**src/rtl/alarm_defines.svh**
```systemverilog
// register offsets, field positions and reset values of the alarm register bank
`ifndef ALARM_DEFINES_SVH
`define ALARM_DEFINES_SVH

`define ADDR_W              12
`define DATA_W              8

`define OFS_ALARM_SUMMARY   12'h2C0
`define OFS_ALARM_FLAGS     12'h2C1
`define OFS_ALARM_MASK      12'h2C2
`define OFS_LANE_FLAGS_LO   12'h2C4
`define OFS_LANE_FLAGS_HI   12'h2C5

`define FLAG_COUNT          6
`define LANE_COUNT          16

`define BIT_DIVIDER_MISMATCH 0
`define BIT_UNUSED           1
`define BIT_CLOCK_REALIGN    2
`define BIT_LINK_STATE       3
`define BIT_LOCK_LOSS        4
`define BIT_LANE_FIFO        5

`define RST_ALARM_SUMMARY   8'h00
`define RST_ALARM_FLAGS     6'h3F
`define RST_ALARM_MASK      8'h3F
`define RST_LANE_FLAGS      16'hFFFF
`define RST_READ_DATA       8'h00

`endif

```
**src/rtl/alarm_pkg.sv**
```systemverilog
// types shared by the alarm register bank
package alarm_pkg;
    typedef logic [11:0] reg_addr_t;
    typedef logic [7:0]  reg_byte_t;
    typedef logic [5:0]  alarm_vec_t;
    typedef logic [15:0] lane_vec_t;
endpackage

```
**src/rtl/flag_if.sv**
```systemverilog
// carrier between the register bank and a bank of sticky flags
`timescale 1ns/1ps
`default_nettype none
interface flag_if #(parameter int W = 8);
    logic [W-1:0] set_bits;
    logic [W-1:0] clear_bits;
    logic         load_ones;
    logic [W-1:0] flags;
    modport bank (input set_bits, input clear_bits, input load_ones, output flags);
    modport user (output set_bits, output clear_bits, output load_ones, input flags);
endinterface
`default_nettype wire

```
**src/rtl/sticky_flags.sv**
```systemverilog
// bank of sticky write-one-to-clear flags that reset to one
`timescale 1ns/1ps
`default_nettype none
module sticky_flags #(
    parameter int W = 8
) (
    input  wire logic ref_clk_in,
    input  wire logic reset_in,
    input  wire logic ce_in,
    flag_if.bank      port
);
    logic [W-1:0] flags_reg;
    logic [W-1:0] flags_next;

    // set beats clear so an event in the clearing cycle is kept
    always_comb begin
        flags_next = flags_reg;
        if (port.load_ones) begin
            flags_next = {W{1'b1}};
        end else begin
            flags_next = (flags_reg & ~port.clear_bits) | port.set_bits;
        end
    end

    always_ff @(posedge ref_clk_in or posedge reset_in) begin
        if (reset_in) begin
            flags_reg <= {W{1'b1}};
        end else if (ce_in) begin
            flags_reg <= flags_next;
        end
    end

    assign port.flags = flags_reg;
endmodule
`default_nettype wire

```
**src/rtl/alarm_status_aggregator.sv**
```systemverilog
// alarm flags, mask, summary bit and status pin routing
`timescale 1ns/1ps
`default_nettype none
`include "alarm_defines.svh"

// How it works
// [RULE_01] summary bit is one when any unmasked flag is set, else zero
// [RULE_02] status pin select routes summary bit onto the status output pin
// [RULE_03] one mask bit per flag; masked flags ignored; masks reset set
// [RULE_04] bit 5 sets when any active lane fifo overflows or underflows
// [RULE_05] sixteen per-lane fifo flags, each set by its lane, write one clears
// [RULE_06] software reads per-lane flags to find the failing lanes
// [RULE_07] writing one to bit 5 also clears all per-lane flags
// [RULE_08] bit 4 sets whenever the pll is not locked
// [RULE_09] 8b/10b: bit 3 sets while link enabled but not in data state
// [RULE_10] 64b/66b: bit 3 sets at link start and on any realignment
// [RULE_11] bit 2 sets when sysref realigns the internal clocks
// [RULE_12] bit 0 sets when channel a and b dividers disagree
// [RULE_13] writing one to a flag bit clears that flag
// [RULE_14] power-on or soft reset loads one into every flag
// [RULE_15] with link disabled only the divider flag is meaningful
// [RULE_16] software should clear all flags after enabling the link
// [RULE_17] writing zero keeps a flag; a persisting condition sets it again
// [RULE_18] summary drops once all unmasked flags are cleared or masked
module alarm_status_aggregator
    import alarm_pkg::*;
#(
    parameter int LANES = `LANE_COUNT,
    parameter int DIV_W = 4
) (
    input  wire logic                  ref_clk_in,
    input  wire logic                  reset_in,
    input  wire logic                  ce_in,
    input  wire logic                  soft_reset_in,
    input  wire alarm_pkg::reg_addr_t  reg_addr_in,
    input  wire logic                  reg_wr_in,
    input  wire logic                  reg_rd_in,
    input  wire alarm_pkg::reg_byte_t  reg_wdata_in,
    output logic [7:0]                 reg_rdata_out,
    input  wire logic [LANES-1:0]      lane_fifo_error_in,
    input  wire logic [LANES-1:0]      lane_active_in,
    input  wire logic                  pll_locked_in,
    input  wire logic                  serial_link_enable_in,
    input  wire logic                  encoding_64b66b_in,
    input  wire logic                  link_in_data_state_in,
    input  wire logic                  link_startup_in,
    input  wire logic                  link_realign_in,
    input  wire logic                  clock_realign_in,
    input  wire logic [DIV_W-1:0]      divider_a_in,
    input  wire logic [DIV_W-1:0]      divider_b_in,
    input  wire logic                  status_pin_select_in,
    input  wire logic                  calibration_status_in,
    output logic                       alarm_summary_out,
    output logic                       status_output_pin_out
);
    import alarm_pkg::*;

    flag_if #(.W(`FLAG_COUNT)) alarm_port ();
    flag_if #(.W(LANES))       lane_port ();

    logic [7:0]       alarm_mask_bits_reg;
    logic [7:0]       alarm_mask_bits_next;
    logic             summary_reg;
    logic             summary_next;
    logic             status_pin_reg;
    logic             status_pin_next;
    logic [7:0]       rdata_reg;
    logic [7:0]       rdata_next;

    logic             wr_flags;
    logic             wr_mask;
    logic             wr_lane_lo;
    logic             wr_lane_hi;
    logic [`FLAG_COUNT-1:0] alarm_flags;
    logic [LANES-1:0] per_lane_fifo_flags;
    logic [`FLAG_COUNT-1:0] alarm_set;
    logic [`FLAG_COUNT-1:0] alarm_clear;
    logic [LANES-1:0] lane_set;
    logic [LANES-1:0] lane_clear;
    logic             lane_fifo_error_flag;
    logic             lock_loss_flag;
    logic             link_state_flag;
    logic             clock_realign_flag;
    logic             divider_mismatch_flag;
    logic             unmasked_any;
    logic             rd_summary;
    logic             rd_flags;
    logic             rd_mask;
    logic             rd_lane_lo;
    logic             rd_lane_hi;
    logic             link_alarm_8b10b;
    logic             link_alarm_64b66b;
    logic [LANES-1:0] lane_hits;
    logic [7:0]       lane_lo_byte;
    logic [7:0]       lane_hi_byte;
    logic [`FLAG_COUNT-1:0] masked_flags;

    sticky_flags #(.W(`FLAG_COUNT)) alarm_bank (
        .ref_clk_in (ref_clk_in),
        .reset_in   (reset_in),
        .ce_in      (ce_in),
        .port       (alarm_port.bank)
    );

    sticky_flags #(.W(LANES)) lane_bank (
        .ref_clk_in (ref_clk_in),
        .reset_in   (reset_in),
        .ce_in      (ce_in),
        .port       (lane_port.bank)
    );

    assign alarm_flags         = alarm_port.flags;
    assign per_lane_fifo_flags = lane_port.flags;

    // address decode of the register port; writes to the read-only summary vanish
    always_comb begin
        wr_flags   = 1'b0;
        wr_mask    = 1'b0;
        wr_lane_lo = 1'b0;
        wr_lane_hi = 1'b0;
        if (reg_wr_in) begin
            case (reg_addr_in)
                `OFS_ALARM_FLAGS:   wr_flags   = 1'b1;
                `OFS_ALARM_MASK:    wr_mask    = 1'b1;
                `OFS_LANE_FLAGS_LO: wr_lane_lo = 1'b1;
                `OFS_LANE_FLAGS_HI: wr_lane_hi = 1'b1;
                default:            wr_flags   = 1'b0;
            endcase
        end
    end

    always_comb begin
        rd_summary = 1'b0;
        rd_flags   = 1'b0;
        rd_mask    = 1'b0;
        rd_lane_lo = 1'b0;
        rd_lane_hi = 1'b0;
        if (reg_rd_in) begin
            case (reg_addr_in)
                `OFS_ALARM_SUMMARY: rd_summary = 1'b1;
                `OFS_ALARM_FLAGS:   rd_flags   = 1'b1;
                `OFS_ALARM_MASK:    rd_mask    = 1'b1;
                `OFS_LANE_FLAGS_LO: rd_lane_lo = 1'b1;
                `OFS_LANE_FLAGS_HI: rd_lane_hi = 1'b1;
                default:            rd_summary = 1'b0;
            endcase
        end
    end

    // inactive lanes never raise an alarm, neither summed nor per lane
    always_comb begin
        lane_hits = lane_fifo_error_in & lane_active_in; // [RULE_04] [RULE_05]
    end

    always_comb begin
        link_alarm_8b10b  = serial_link_enable_in && !link_in_data_state_in; // [RULE_09]
        link_alarm_64b66b = serial_link_enable_in
                            && (link_startup_in || link_realign_in); // [RULE_10]
    end

    // alarm conditions; apart from the link-state flag, which is gated by the link enable,
    // the flags are not gated while the link is off; downstream logic must not trust them then
    always_comb begin
        lane_fifo_error_flag  = |lane_hits; // [RULE_04]
        lock_loss_flag        = !pll_locked_in; // [RULE_08]
        if (encoding_64b66b_in) begin
            link_state_flag = link_alarm_64b66b; // [RULE_10]
        end else begin
            link_state_flag = link_alarm_8b10b; // [RULE_09]
        end
        clock_realign_flag    = clock_realign_in; // [RULE_11]
        // the one flag that stays meaningful with the link off
        divider_mismatch_flag = (divider_a_in != divider_b_in); // [RULE_12] [RULE_15]
    end

    // set and clear vectors for the status flags
    always_comb begin
        alarm_set = '0;
        alarm_set[`BIT_LANE_FIFO]        = lane_fifo_error_flag;
        alarm_set[`BIT_LOCK_LOSS]        = lock_loss_flag;
        alarm_set[`BIT_LINK_STATE]       = link_state_flag;
        alarm_set[`BIT_CLOCK_REALIGN]    = clock_realign_flag;
        alarm_set[`BIT_DIVIDER_MISMATCH] = divider_mismatch_flag;
        // zeros in the write data leave flags alone
        alarm_clear = wr_flags ? reg_wdata_in[`FLAG_COUNT-1:0] : '0; // [RULE_13] [RULE_17]
    end

    // per-lane flags, cleared per byte or all at once through bit 5
    always_comb begin
        lane_set   = lane_hits; // [RULE_05]
        lane_clear = '0;
        if (wr_lane_lo) begin
            lane_clear[7:0] = reg_wdata_in; // [RULE_05]
        end
        if (wr_lane_hi) begin
            lane_clear[LANES-1:8] = reg_wdata_in[LANES-9:0];
        end
        if (wr_flags && reg_wdata_in[`BIT_LANE_FIFO]) begin
            lane_clear = '1; // [RULE_07]
        end
    end

    always_comb begin
        alarm_port.set_bits   = alarm_set;
        alarm_port.clear_bits = alarm_clear;
        alarm_port.load_ones  = soft_reset_in; // [RULE_14]
        lane_port.set_bits    = lane_set;
        lane_port.clear_bits  = lane_clear;
        lane_port.load_ones   = soft_reset_in; // [RULE_14]
    end

    // mask register; reserved bits kept as plain storage
    always_comb begin
        alarm_mask_bits_next = alarm_mask_bits_reg;
        if (soft_reset_in) begin
            alarm_mask_bits_next = `RST_ALARM_MASK; // [RULE_03]
        end else if (wr_mask) begin
            alarm_mask_bits_next = reg_wdata_in;
        end
    end

    // summary, and the pin when status_pin_select_in is set, follow the flags one cycle later, no acknowledge needed
    always_comb begin
        masked_flags    = alarm_flags & ~alarm_mask_bits_reg[`FLAG_COUNT-1:0]; // [RULE_03]
        unmasked_any    = |masked_flags;
        summary_next    = unmasked_any; // [RULE_01] [RULE_18]
        status_pin_next = status_pin_select_in ? unmasked_any
                                               : calibration_status_in; // [RULE_02]
    end

    always_comb begin
        lane_lo_byte = per_lane_fifo_flags[7:0];
        lane_hi_byte = per_lane_fifo_flags[LANES-1:8];
    end

    // read path: data is valid the cycle after the read strobe and held
    always_comb begin
        rdata_next = rdata_reg;
        if (rd_summary) begin
            rdata_next = {7'h00, summary_reg}; // [RULE_01]
        end else if (rd_flags) begin
            rdata_next = {2'h0, alarm_flags};
        end else if (rd_mask) begin
            rdata_next = alarm_mask_bits_reg;
        end else if (rd_lane_lo) begin
            rdata_next = lane_lo_byte; // [RULE_06]
        end else if (rd_lane_hi) begin
            rdata_next = lane_hi_byte; // [RULE_06]
        end else if (reg_rd_in) begin
            // holes read as zero so software can probe safely
            rdata_next = `RST_READ_DATA;
        end
    end

    always_ff @(posedge ref_clk_in or posedge reset_in) begin
        if (reset_in) begin
            alarm_mask_bits_reg <= `RST_ALARM_MASK; // [RULE_03]
        end else if (ce_in) begin
            alarm_mask_bits_reg <= alarm_mask_bits_next;
        end
    end

    // summary lags the flags by one cycle; the price of a clean flop output
    always_ff @(posedge ref_clk_in or posedge reset_in) begin
        if (reset_in) begin
            summary_reg <= 1'b0;
        end else if (ce_in) begin
            summary_reg <= summary_next;
        end
    end

    // pin is a flop so it never glitches while flags settle
    always_ff @(posedge ref_clk_in or posedge reset_in) begin
        if (reset_in) begin
            status_pin_reg <= 1'b0;
        end else if (ce_in) begin
            status_pin_reg <= status_pin_next;
        end
    end

    always_ff @(posedge ref_clk_in or posedge reset_in) begin
        if (reset_in) begin
            rdata_reg <= `RST_READ_DATA;
        end else if (ce_in) begin
            rdata_reg <= rdata_next;
        end
    end

    assign reg_rdata_out         = rdata_reg;
    assign alarm_summary_out     = summary_reg;
    assign status_output_pin_out = status_pin_reg;
endmodule
`default_nettype wire

```
**config.mk**
```make
export PLATFORM = sky130hd
export DESIGN_NAME = alarm_status_aggregator
export DESIGN_NICKNAME = d
export VERILOG_FILES = /design/src/rtl/alarm_pkg.sv /design/src/rtl/flag_if.sv /design/src/rtl/sticky_flags.sv /design/src/rtl/alarm_status_aggregator.sv
export VERILOG_INCLUDE_DIRS = /design/src /design/src/rtl
export SDC_FILE = /design/constraint.sdc
export NUM_CORES = 1
export LEC_CHECK = 0
export BUFFER_PORTS_ARGS = -buffer_cell sky130_fd_sc_hd__buf_2
export CAP_MARGIN = 20
export CORE_AREA = 2 2 72 74
export DETAILED_ROUTE_END_ITERATION = 12
export DIE_AREA = 0 0 74 76
export GPL_ROUTABILITY_DRIVEN = 0
export GPL_TIMING_DRIVEN = 1
export PLACE_DENSITY = 0.81
export SETUP_SLACK_MARGIN = 0.05
export SYNTH_ARGS = -nofsm -noshare
export SYNTH_HDL_FRONTEND = slang
export SYNTH_SLANG_ARGS = --single-unit
```
**constraint.sdc**
```tcl
create_clock -name ref_clk_in -period 2.1 [get_ports ref_clk_in]
set_clock_uncertainty 0.1 [all_clocks]
set_input_delay 0.21 -clock ref_clk_in [delete_from_list [all_inputs] [get_ports ref_clk_in]]
set_output_delay 0.21 -clock ref_clk_in [all_outputs]
set_load 0.1 [all_outputs]
```
==> impl_metrics.json, run 1 <==
{
  "synthAdderAreaFrac": 0,
  "drt-wirelength-per-cell_um": 17.2,
  "slew_headroom": 0.661,
  "outcome": "finished clean",
  "diodes": 0,
  "clock-sinks": 40,
  "clk_pin_slew_ns": 0.07,
  "dpl_worst_slack_ns": 0.134,
  "max-cap-violations": 0,
  "synth.area.mux_share": 0.00401,
  "die_h_um": 76,
  "finalHoldViolations": 0,
  "grt_pass1_wl_um": 12300,
  "ys_seq_area_frac": 0.415,
  "synth_compound_area_frac": 0.253,
  "cts_buffer_depth": 2,
  "die-area_um2": 5620,
  "yosysWarnings": 0,
  "cts_tree": "done",
  "cp_slowest_cell": "or3b_4",
  "fillers": 431,
  "num-nets-final": 458,
  "final_cell_mix": "buf_2 (84), nand2_1 (60), dfstp_2 (28)",
  "dr.pass1.iters": 5,
  "via_per_inst": 6.07,
  "hold_class": "primary input to flip-flop",
  "synth_xor_area_frac": 0.0175,
  "slew_violations": 0,
  "ys_ff_latch": 40,
  "coreArea_um2": 4910,
  "cts_htree_levels": 2,
  "numCtsBuffers": 5,
  "cp_max_fo": 8,
  "whs_ns": 0.0600,
  "cts_root_buf": "clkbuf_8",
  "fin_crit_ns": 1.70,
  "worst-path-buf-inv": 1,
  "rows": 26,
  "drive_above_1_share": 0.378,
  "layout_commonest_cell": "buf_2",
  "ir_worst_vdd_v": 0.000456,
  "ios": 85,
  "worstSkewPairLatency_ns": 0.30,
  "worst_slack_ns": 0.401,
  "fin_tns_setup_ns": 0,
  "synthDistinctLibCells": 51,
  "post_cts_resize_count": 0,
  "setup_viol": 0,
  "areaGrowthSynthToFinish_pct": 25.4,
  "rrSetupSlack_ns": 0.48,
  "power_leakage_nw": 1.43,
  "cp.arrival_ns": 1.76,
  "synth_fp_nets": 368,
  "criticalPathCategory": "primary input to flip-flop",
  "grt_max_degree": 41,
  "grt_pass1_vias": 2605,
  "grt_usage": 0.285,
  "worst_setup_path_end_kind": "flip-flop",
  "drtIter0Drc": 307,
  "cp_data_required_time_ns": 2.16,
  "start_util": 0.509,
  "path_delay_family": "simple AND/OR/NAND/NOR gates",
  "portBuffers": 84,
  "detail-route-antenna-nets": 0,
  "rsz0062_at_grt": "false",
  "async_reset_ff_frac": 1.00,
  "fin_util": 0.638,
  "vias": 2758,
  "grt.overflow.total": 0,
  "path_cells": "buf_2 > or3b_4 > nor4_4 > and2_1 > and3_1 > o22ai_1",
  "worst_pin_slew_ns": 0.509,
  "synth_edf_count": 0,
  "antenna_found_initial": 0,
  "yosys.area_share.simple": 0.268,
  "powerDensity_nw_per_um2": 547,
  "fmax_mhz": 588,
  "synth_cells": 293,
  "largest_reg_flops": 16,
  "synth_area_um2": 2500,
  "synth_top_family_by_area": "simple AND/OR/NAND/NOR gates",
  "period_share": 0.809,
  "critPathMaxStageDelay_ns": 0.43,
  "synth-main-ff-cell": "dfstp_2",
  "drc": 0,
  "wirelength_um": 7830,
  "chipWidth_um": 74,
  "place_hpwl_um": 5990,
  "start_kind": "primary input",
  "avgSynthCellArea_um2": 8.53
}
-- final cells by class --
class / count / area, µm² / share of cell area
Sequential cell: 40 / 1040 / 0.331
Tap cell: 70 / 87.6 / 0.0280
Clock buffer: 8 / 80.1 / 0.0256
Multi-Input combinational cell: 226 / 1360 / 0.433
Inverter: 12 / 45.0 / 0.0144
Timing Repair Buffer: 98 / 528 / 0.169
-- worst paths after layout --
path / startpoint / to / depth (start not counted)
max: reg_addr_in[8] / alarm_mask_bits_reg[6] / 6
min: clock_realign_in / alarm_bank.port.flags[2] / 3
min reg2reg: reg_rdata_out[6] / reg_rdata_out[6] / 2
min in group asynchronous: reset_in / reg_rdata_out[6] / 4
max in group asynchronous: reset_in / alarm_bank.port.flags[5] / 4
max reg2reg: alarm_mask_bits_reg[2] / status_output_pin_out / 4
-- power breakdown --
part | total [mW] | internal, mW | switching, mW
clock | 0.496 | 0.236 | 0.260
combinational | 0.416 | 0.130 | 0.286
sequential | 0.801 | 0.789 | 0.0112
total | 1.71 | 1.16 | 0.557
-- routing by layer --
metal  up-vias  wire length [µm]  GRT usage
li1       1253                 -          -
met1      1286              3100      0.394
met2       191              3640      0.418
met3        28               786     0.0622
met4         0               310      0.138
met5         -                 0          0
-- per-stage QoR --
step           cells  total power, mW  cell area (µm²)
6_report         454             1.71             3130
5_1_grt          454             1.78             3130
4_1_cts          454             1.71             3130
3_5_place_dp     445             1.22             3040
3_3_place_gp     445             1.21             3040
2_1_floorplan    293             1.07             2500
-- logic make-up (layout without fill, tap and decap cells) --
logic type,count (synthesis),count (layout)
compound gates,95,95
xor+xnor,5,5
buf+inv,27,118
flops,40,40
mux,1,1
simple gates,125,125
-- synthesized netlist by cell type, types with 3 or more instances --
library cell / instances / share of area
a31o_2: 7 / 0.025
o32a_1: 6 / 0.024
dfrtp_1: 12 / 0.12
a2bb2oi_1: 6 / 0.021
xor2_1: 3 / 0.011
o21ai_0: 22 / 0.044
a21oi_1: 23 / 0.046
nand2_1: 60 / 0.090
a21o_1: 5 / 0.015
nor2_1: 10 / 0.015
inv_1: 12 / 0.018
a32oi_1: 4 / 0.014
nor3_1: 6 / 0.012
nand4_1: 5 / 0.013
nor3b_1: 4 / 0.012
clkbuf_1: 11 / 0.017
dfstp_2: 28 / 0.29
nand3_1: 14 / 0.028
o22ai_1: 10 / 0.025
and2_1: 4 / 0.010
and3_1: 3 / 0.0075
-- worst reg2reg max path, cell delays in order, from the launching register on --
cell,delay [ns]
dfstp_2,0.56
o22ai_1,0.09
nor3_1,0.45
a211oi_1,0.15
a21o_1,0.17
-- what timing repair did --
| action | CTS | global route |
|---|---|---|
| buffers inserted | 0 | 0 |
| hold buffers | 1 | 0 |
| endpoints found under the hold margin | 12 | 0 |
No activity file was read; power rests on OpenSTA's default activity.
==> run 2, diff against run 1 <==
--- a/config.mk
+++ b/config.mk
@@ -8,12 +8,12 @@
 export LEC_CHECK = 0
 export BUFFER_PORTS_ARGS = -buffer_cell sky130_fd_sc_hd__buf_2
 export CAP_MARGIN = 20
-export CORE_AREA = 2 2 72 74
+export CORE_AREA = 2 2 77 79
 export DETAILED_ROUTE_END_ITERATION = 12
-export DIE_AREA = 0 0 74 76
+export DIE_AREA = 0 0 79 81
 export GPL_ROUTABILITY_DRIVEN = 0
 export GPL_TIMING_DRIVEN = 1
-export PLACE_DENSITY = 0.81
+export PLACE_DENSITY = 0.75
 export SETUP_SLACK_MARGIN = 0.05
 export SYNTH_ARGS = -nofsm -noshare
 export SYNTH_HDL_FRONTEND = slang
==> constraint.sdc (replaced) <==
create_clock -name ref_clk_in -period 1.4 [get_ports ref_clk_in]
set_clock_uncertainty 0.1 [all_clocks]
set_input_delay 0.14 -clock ref_clk_in [delete_from_list [all_inputs] [get_ports ref_clk_in]]
set_output_delay 0.14 -clock ref_clk_in [all_outputs]
set_load 0.1 [all_outputs]
==> run 2 against run 1 <==
Effect of this change:
- the flow now finishes with violations (negative setup slack)
- core utilization increased by 6.2 points
- hold slack got worse by 0.029 ns
- final area increased by 27%
- critical path depth increased by 1
- sequential power increased by 50%
- setup slack got worse by 0.47 ns
- sequential share of layout area decreased by 6.8 points
- wire length increased by 19%
- largest power group unchanged
==> impl_metrics.json, run 2 (synthesized netlist as in run 1, its figures left out) <==
{
  "outcome": "complete, but fails checks",
  "failed_checks": "negative setup slack",
  "via_per_inst": 5.91,
  "r2r_cells": 4,
  "drt-wirelength-per-cell_um": 18.3,
  "cts_root_buf": "clkbuf_8",
  "fin_tns_setup_ns": -0.604,
  "drive_above_1_share": 0.581,
  "rrSetupSlack_ns": -0.05,
  "grt_pass1_vias": 2883,
  "num-nets-final": 508,
  "portBuffers": 84,
  "slew_violations": 0,
  "cts_htree_levels": 2,
  "largest_reg_flops": 16,
  "diodes": 0,
  "clock-sinks": 40,
  "numCtsBuffers": 5,
  "rsz0062_at_grt": "true",
  "cts_tree": "done",
  "detail-route-antenna-nets": 0,
  "start_util": 0.440,
  "grt_max_degree": 41,
  "ios": 85,
  "timing.rr.start": "lane_bank.port.flags[1]",
  "clk_pin_slew_ns": 0.07,
  "worst_setup_path_end_kind": "flip-flop",
  "finalHoldViolations": 0,
  "slew_headroom": 0.677,
  "worstSetupEndpoint": "alarm_mask_bits_reg[2]",
  "criticalPathCategory": "primary input to flip-flop",
  "power_leakage_nw": 1.89,
  "die_h_um": 81,
  "r2r_end": "reg_rdata_out[1]",
  "cts_buffer_depth": 2,
  "fmax_mhz": 683,
  "p_total_mw": 2.70,
  "worstSkewPairLatency_ns": 0.30,
  "cp.arrival_ns": 1.60,
  "setup_viol": 21,
  "chipWidth_um": 79,
  "startpoint": "reg_addr_in[3]",
  "vias": 3008,
  "place_hpwl_um": 6690,
  "finalInstanceArea_um2": 3970,
  "start_kind": "primary input",
  "ir_worst_vdd_v": 0.000461,
  "final_cell_mix": "buf_2 (76), buf_4 (53), nand2_1 (42)",
  "cp_data_required_time_ns": 1.54,
  "drc": 0,
  "areaGrowthSynthToFinish_pct": 58.9,
  "dr.pass1.iters": 6,
  "hold_class": "primary input to flip-flop",
  "worst_pin_slew_ns": 0.488,
  "cp_max_fo": 8,
  "die-area_um2": 6400,
  "max-cap-violations": 0,
  "worst_slack_ns": -0.0651,
  "fin_crit_ns": 1.47,
  "grt.overflow.total": 0,
  "placed_cell_area_um2": 3430,
  "rows": 28,
  "powerDensity_nw_per_um2": 680,
  "layout_commonest_cell": "buf_2",
  "wirelength_um": 9330,
  "coreArea_um2": 5680,
  "fillers": 408,
  "antenna_found_initial": 0,
  "grt_pass1_wl_um": 14100,
  "grt_usage": 0.287,
  "drtIter0Drc": 388,
  "period_share": 1.05
}
-- run 2: worst min path at each step --
| stage | cells past startpoint | slack (ns) | end | startpoint |
|---|---|---|---|---|
| after detailed placement | 3 | 0.11 | status_output_pin_out | reset_in |
| after global placement | 3 | 0.10 | status_output_pin_out | reset_in |
| final | 3 | 0.03 | alarm_bank.port.flags[3] | serial_link_enable_in |
| after global routing | 2 | 0.04 | alarm_mask_bits_reg[5] | reg_wdata_in[5] |
| after floorplan | 1 | 0.18 | alarm_mask_bits_reg[0] | reg_wdata_in[0] |
| after CTS | 2 | 0.03 | alarm_mask_bits_reg[5] | reg_wdata_in[5] |
-- run 2: cell type report --
| class | count | area [µm²] | area share |
|---|---|---|---|
| tap | 75 | 93.8 | 0.0236 |
| timing repair buffer | 148 | 996 | 0.251 |
| multi-input combinational | 226 | 1710 | 0.432 |
| sequential | 40 | 1040 | 0.262 |
| clock buffer | 8 | 80.1 | 0.0202 |
| inverter | 12 | 45.0 | 0.0113 |
-- run 2: critical path, stage by stage --
cell	delay [ns]
buf_6	0.09
or2_4	0.25
buf_6	0.12
nor4_4	0.32
and2_4	0.25
and3_4	0.26
o32a_1	0.18
-- run 2: layer usage --
metal	up-vias	global-route usage	routed length [µm]
li1	1361	-	-
met1	1402	0.359	3570
met2	205	0.496	4570
met3	40	0.0500	809
met4	0	0.116	385
met5	-	0	0
-- run 2: where the power goes --
| part | internal [mW] | total [mW] | switching (mW) |
|---|---|---|---|
| registers | 1.19 | 1.20 | 0.0157 |
| clock network | 0.354 | 0.754 | 0.400 |
| logic | 0.267 | 0.743 | 0.476 |
| total | 1.81 | 2.70 | 0.891 |
-- run 2: through the flow --
stage                     std cells  worst slack (ns)   util  hold WS [ns]
final                           509           -0.0651  0.700        0.0305
after global routing            509            -0.125  0.700        0.0362
after CTS                       507           -0.0354  0.653        0.0274
after detailed placement        495            -0.392  0.604         0.111
after global placement          495            -0.325  0.604         0.103
after floorplan                 293            -0.116      -         0.178
-- run 2: repair_timing --
| action | CTS | global route |
|---|---|---|
| setup endpoints to repair | 33 | 41 |
| hold buffers | 2 | 0 |
| resized for setup | 33 | 61 |
| buffers inserted | 2 | 2 |
| pin swaps | 23 | 34 |
| cloned | 1 | 0 |
| hold endpoints to repair | 13 | 0 |
==> run 3, diff against run 2 <==
--- a/config.mk
+++ b/config.mk
@@ -8,13 +8,14 @@
 export LEC_CHECK = 0
 export BUFFER_PORTS_ARGS = -buffer_cell sky130_fd_sc_hd__buf_2
 export CAP_MARGIN = 20
-export CORE_AREA = 2 2 77 79
+export CORE_AREA = 2 2 80 82
 export DETAILED_ROUTE_END_ITERATION = 12
-export DIE_AREA = 0 0 79 81
+export DIE_AREA = 0 0 82 84
 export GPL_ROUTABILITY_DRIVEN = 0
 export GPL_TIMING_DRIVEN = 1
-export PLACE_DENSITY = 0.75
+export PLACE_DENSITY = 0.73
 export SETUP_SLACK_MARGIN = 0.05
 export SYNTH_ARGS = -nofsm -noshare
 export SYNTH_HDL_FRONTEND = slang
+export SYNTH_HIERARCHICAL = 1
 export SYNTH_SLANG_ARGS = --single-unit
==> run 3 against run 2 <==
Effect of this change:
- the flow still finishes with violations (negative setup slack)
- register-to-register slack worse by 0.14 ns
- via count fell by 12%
- die area is 7.6% higher
- synthesized cell count shrank 1.7%
- synthesized area grew 6.6%
- sequential share of layout area grew 1.1 points
- first-iteration DRC count shrank 69%
- fmax decreased by 7.7%
- combinational power is 38% lower
- core utilization shrank 7.8 points
- power decreased by 12%
- largest cell class unchanged
- largest power group unchanged
- highest routed layer unchanged
==> impl_metrics.json, run 3 <==
{
  "cts_root_buf": "clkbuf_8",
  "fmax_mhz": 630,
  "synthDistinctLibCells": 49,
  "drc": 0,
  "diodes": 0,
  "place_hpwl_um": 5580,
  "vias": 2650,
  "grt.overflow.total": 0,
  "netlist.top_cell.by_area": "dfstp_2",
  "worst_slack_ns": -0.186,
  "final_cell_mix": "buf_2 (78), buf_4 (44), nand2_1 (34)",
  "synth_cells": 288,
  "largest_reg_flops": 16,
  "synth_fp_nets": 363,
  "period_share": 1.13,
  "grt_max_degree": 33,
  "chipWidth_um": 82,
  "hp-start": "reg_wdata_in[6]",
  "cts_htree_levels": 2,
  "regArea_um2": 1040,
  "drtIter0Drc": 122,
  "drt-wirelength-per-cell_um": 14.5,
  "die_h_um": 84,
  "dr.pass1.iters": 4,
  "numCtsBuffers": 5,
  "multi_input_area_um2": 1610,
  "hold_end": "alarm_mask_bits_reg[6]",
  "worst_setup_path_end_kind": "flip-flop",
  "synth-main-ff-cell": "dfstp_2",
  "cts_buffer_depth": 2,
  "clk_pin_slew_ns": 0.08,
  "layout_commonest_cell": "buf_2",
  "ir_worst_vdd_v": 0.000458,
  "synth_top_cell_area_share": 0.276,
  "hold_depth": 3,
  "synth_area_um2": 2660,
  "grt_usage": 0.221,
  "setup_viol": 29,
  "rows": 29,
  "num-nets-final": 494,
  "yosysWarnings": 6,
  "cp_data_required_time_ns": 1.48,
  "cp_slowest_cell": "dfstp_2",
  "rrSetupSlack_ns": -0.19,
  "worst-path-buf-inv": 0,
  "critPathMaxStageDelay_ns": 0.55,
  "fillers": 517,
  "detail-route-antenna-nets": 0,
  "grt_pass1_vias": 2540,
  "via_per_inst": 5.33,
  "failed_checks": "negative setup slack",
  "areaGrowthSynthToFinish_pct": 42.4,
  "slew_violations": 0,
  "path_cells": "nor2b_2 > a2111oi_4 > a31oi_1 > mux2_4",
  "finalHoldViolations": 0,
  "start_util": 0.437,
  "clock-sinks": 40,
  "outcome": "complete, but fails checks",
  "ys_top_cells_by_area": "dfstp_2 (28%), dfrtp_1 (11%), and2_1 (5.4%), a21bo_2 (5.3%), nand2_1 (4.9%)",
  "criticalPathCategory": "flip-flop to flip-flop",
  "hold_class": "primary input to flip-flop",
  "path_delay_family": "flip-flops",
  "ios": 85,
  "rsz0062_at_grt": "true",
  "max-cap-violations": 0,
  "fin_crit_ns": 1.59,
  "die-area_um2": 6890,
  "start_kind": "flip-flop",
  "worst_pin_slew_ns": 0.532,
  "ys_seq_area_frac": 0.389,
  "p_total_mw": 2.39,
  "cp.arrival_ns": 1.66,
  "wirelength_um": 7210,
  "synthTopCellsByCount": "nand2_1 (35), dfstp_2 (28), and2_1 (23), o21ai_0 (23)",
  "dp.cells": 479,
  "yosysMostFrequentCell": "nand2_1",
  "drive_above_1_share": 0.510,
  "avgSynthCellArea_um2": 9.25,
  "final_cells": 497,
  "cp_max_fo": 2,
  "r2r_cells": 4,
  "power_leakage_nw": 1.92,
  "slew_headroom": 0.645,
  "portBuffers": 84,
  "cts_tree": "done",
  "worstSkewPairLatency_ns": 0.30,
  "timing.rr.start": "alarm_mask_bits_reg[4]",
  "synth_edf_count": 0,
  "grt_pass1_wl_um": 11900,
  "async_reset_ff_frac": 1.00,
  "ys_ff_latch": 40,
  "coreArea_um2": 6100,
  "r2r_end": "status_output_pin_out",
  "powerDensity_nw_per_um2": 630,
  "antenna_found_initial": 0
}
==> run 3: power breakdown <==
group	leakage, nW	switching (mW)	internal, mW
combinational	1.42	0.251	0.212
clock	0.0455	0.408	0.350
sequential	0.458	0.00326	1.17
==> run 3: worst max-delay path by stage <==
stage | start | endpoint | cells past startpoint
floorplan | reg_addr_in[8] | reg_rdata_out[1] | 5
global placement | reg_addr_in[5] | reg_rdata_out[1] | 5
detailed placement | reg_addr_in[5] | reg_rdata_out[2] | 5
CTS | alarm_mask_bits_reg[4] | status_output_pin_out | 4
global route | alarm_mask_bits_reg[4] | status_output_pin_out | 4
finish | alarm_mask_bits_reg[4] | status_output_pin_out | 4
==> run 3: final cells by class <==
type,instances,area share
Tap cell,77,0.0254
Multi-Input combinational cell,222,0.424
Sequential cell,40,0.274
Inverter,11,0.0109
Clock buffer,6,0.0191
Timing Repair Buffer,139,0.244
Clock inverter,2,0.00297
==> run 3: timing repair <==
action	CTS	global route
buffers inserted	6	3
cloned	1	0
resized for setup	20	15
endpoints found under the setup margin	37	40
endpoints found under the hold margin	19	0
hold buffers	2	0
pin swaps	22	18
==> run 3: kinds of logic (layout without fill, tap and decap cells) <==
logic type / Yosys count / count (layout) / share of synthesized area
AOI/OAI and AO/OA: 104 / 104 / 0.287
xor gates and xnor gates: 4 / 4 / 0.0132
buffers and inverters: 26 / 158 / 0.0503
DFF: 40 / 40 / 0.389
muxes: 9 / 9 / 0.0352
other: 1 / 1 / 0.00141
and+or+nand+nor: 104 / 104 / 0.225
==> run 3: through the flow <==
step / worst slack [ns] / TNS [ns] / cell area [µm²] / utilization / hold WS, ns
4_1_cts: -0.183 / -2.05 / 3730 / 0.612 / 0.0204
3_5_place_dp: -0.499 / -15.05 / 3480 / 0.571 / 0.0964
5_1_grt: -0.229 / -3.55 / 3790 / 0.622 / 0.0173
6_report: -0.186 / -2.53 / 3790 / 0.622 / 0.0177
2_1_floorplan: -0.361 / -7.39 / 2740 / - / -0.0259
3_3_place_gp: -0.456 / -14.13 / 3480 / 0.571 / 0.0892
==> run 3: layer usage <==
layer	GRT usage	routed length [µm]	up-vias
met2	0.384	3600	83
li1	-	-	1312
met4	0.0636	140	0
met3	0.0368	397	14
met1	0.276	3080	1241
met5	0	0	-
==> run 3: tightest hold or removal path, delay by kind of cell <==
family	cells	cell delay, ns
AOI/OAI and AO/OA	1	0.06
buffers and inverters	2	0.17
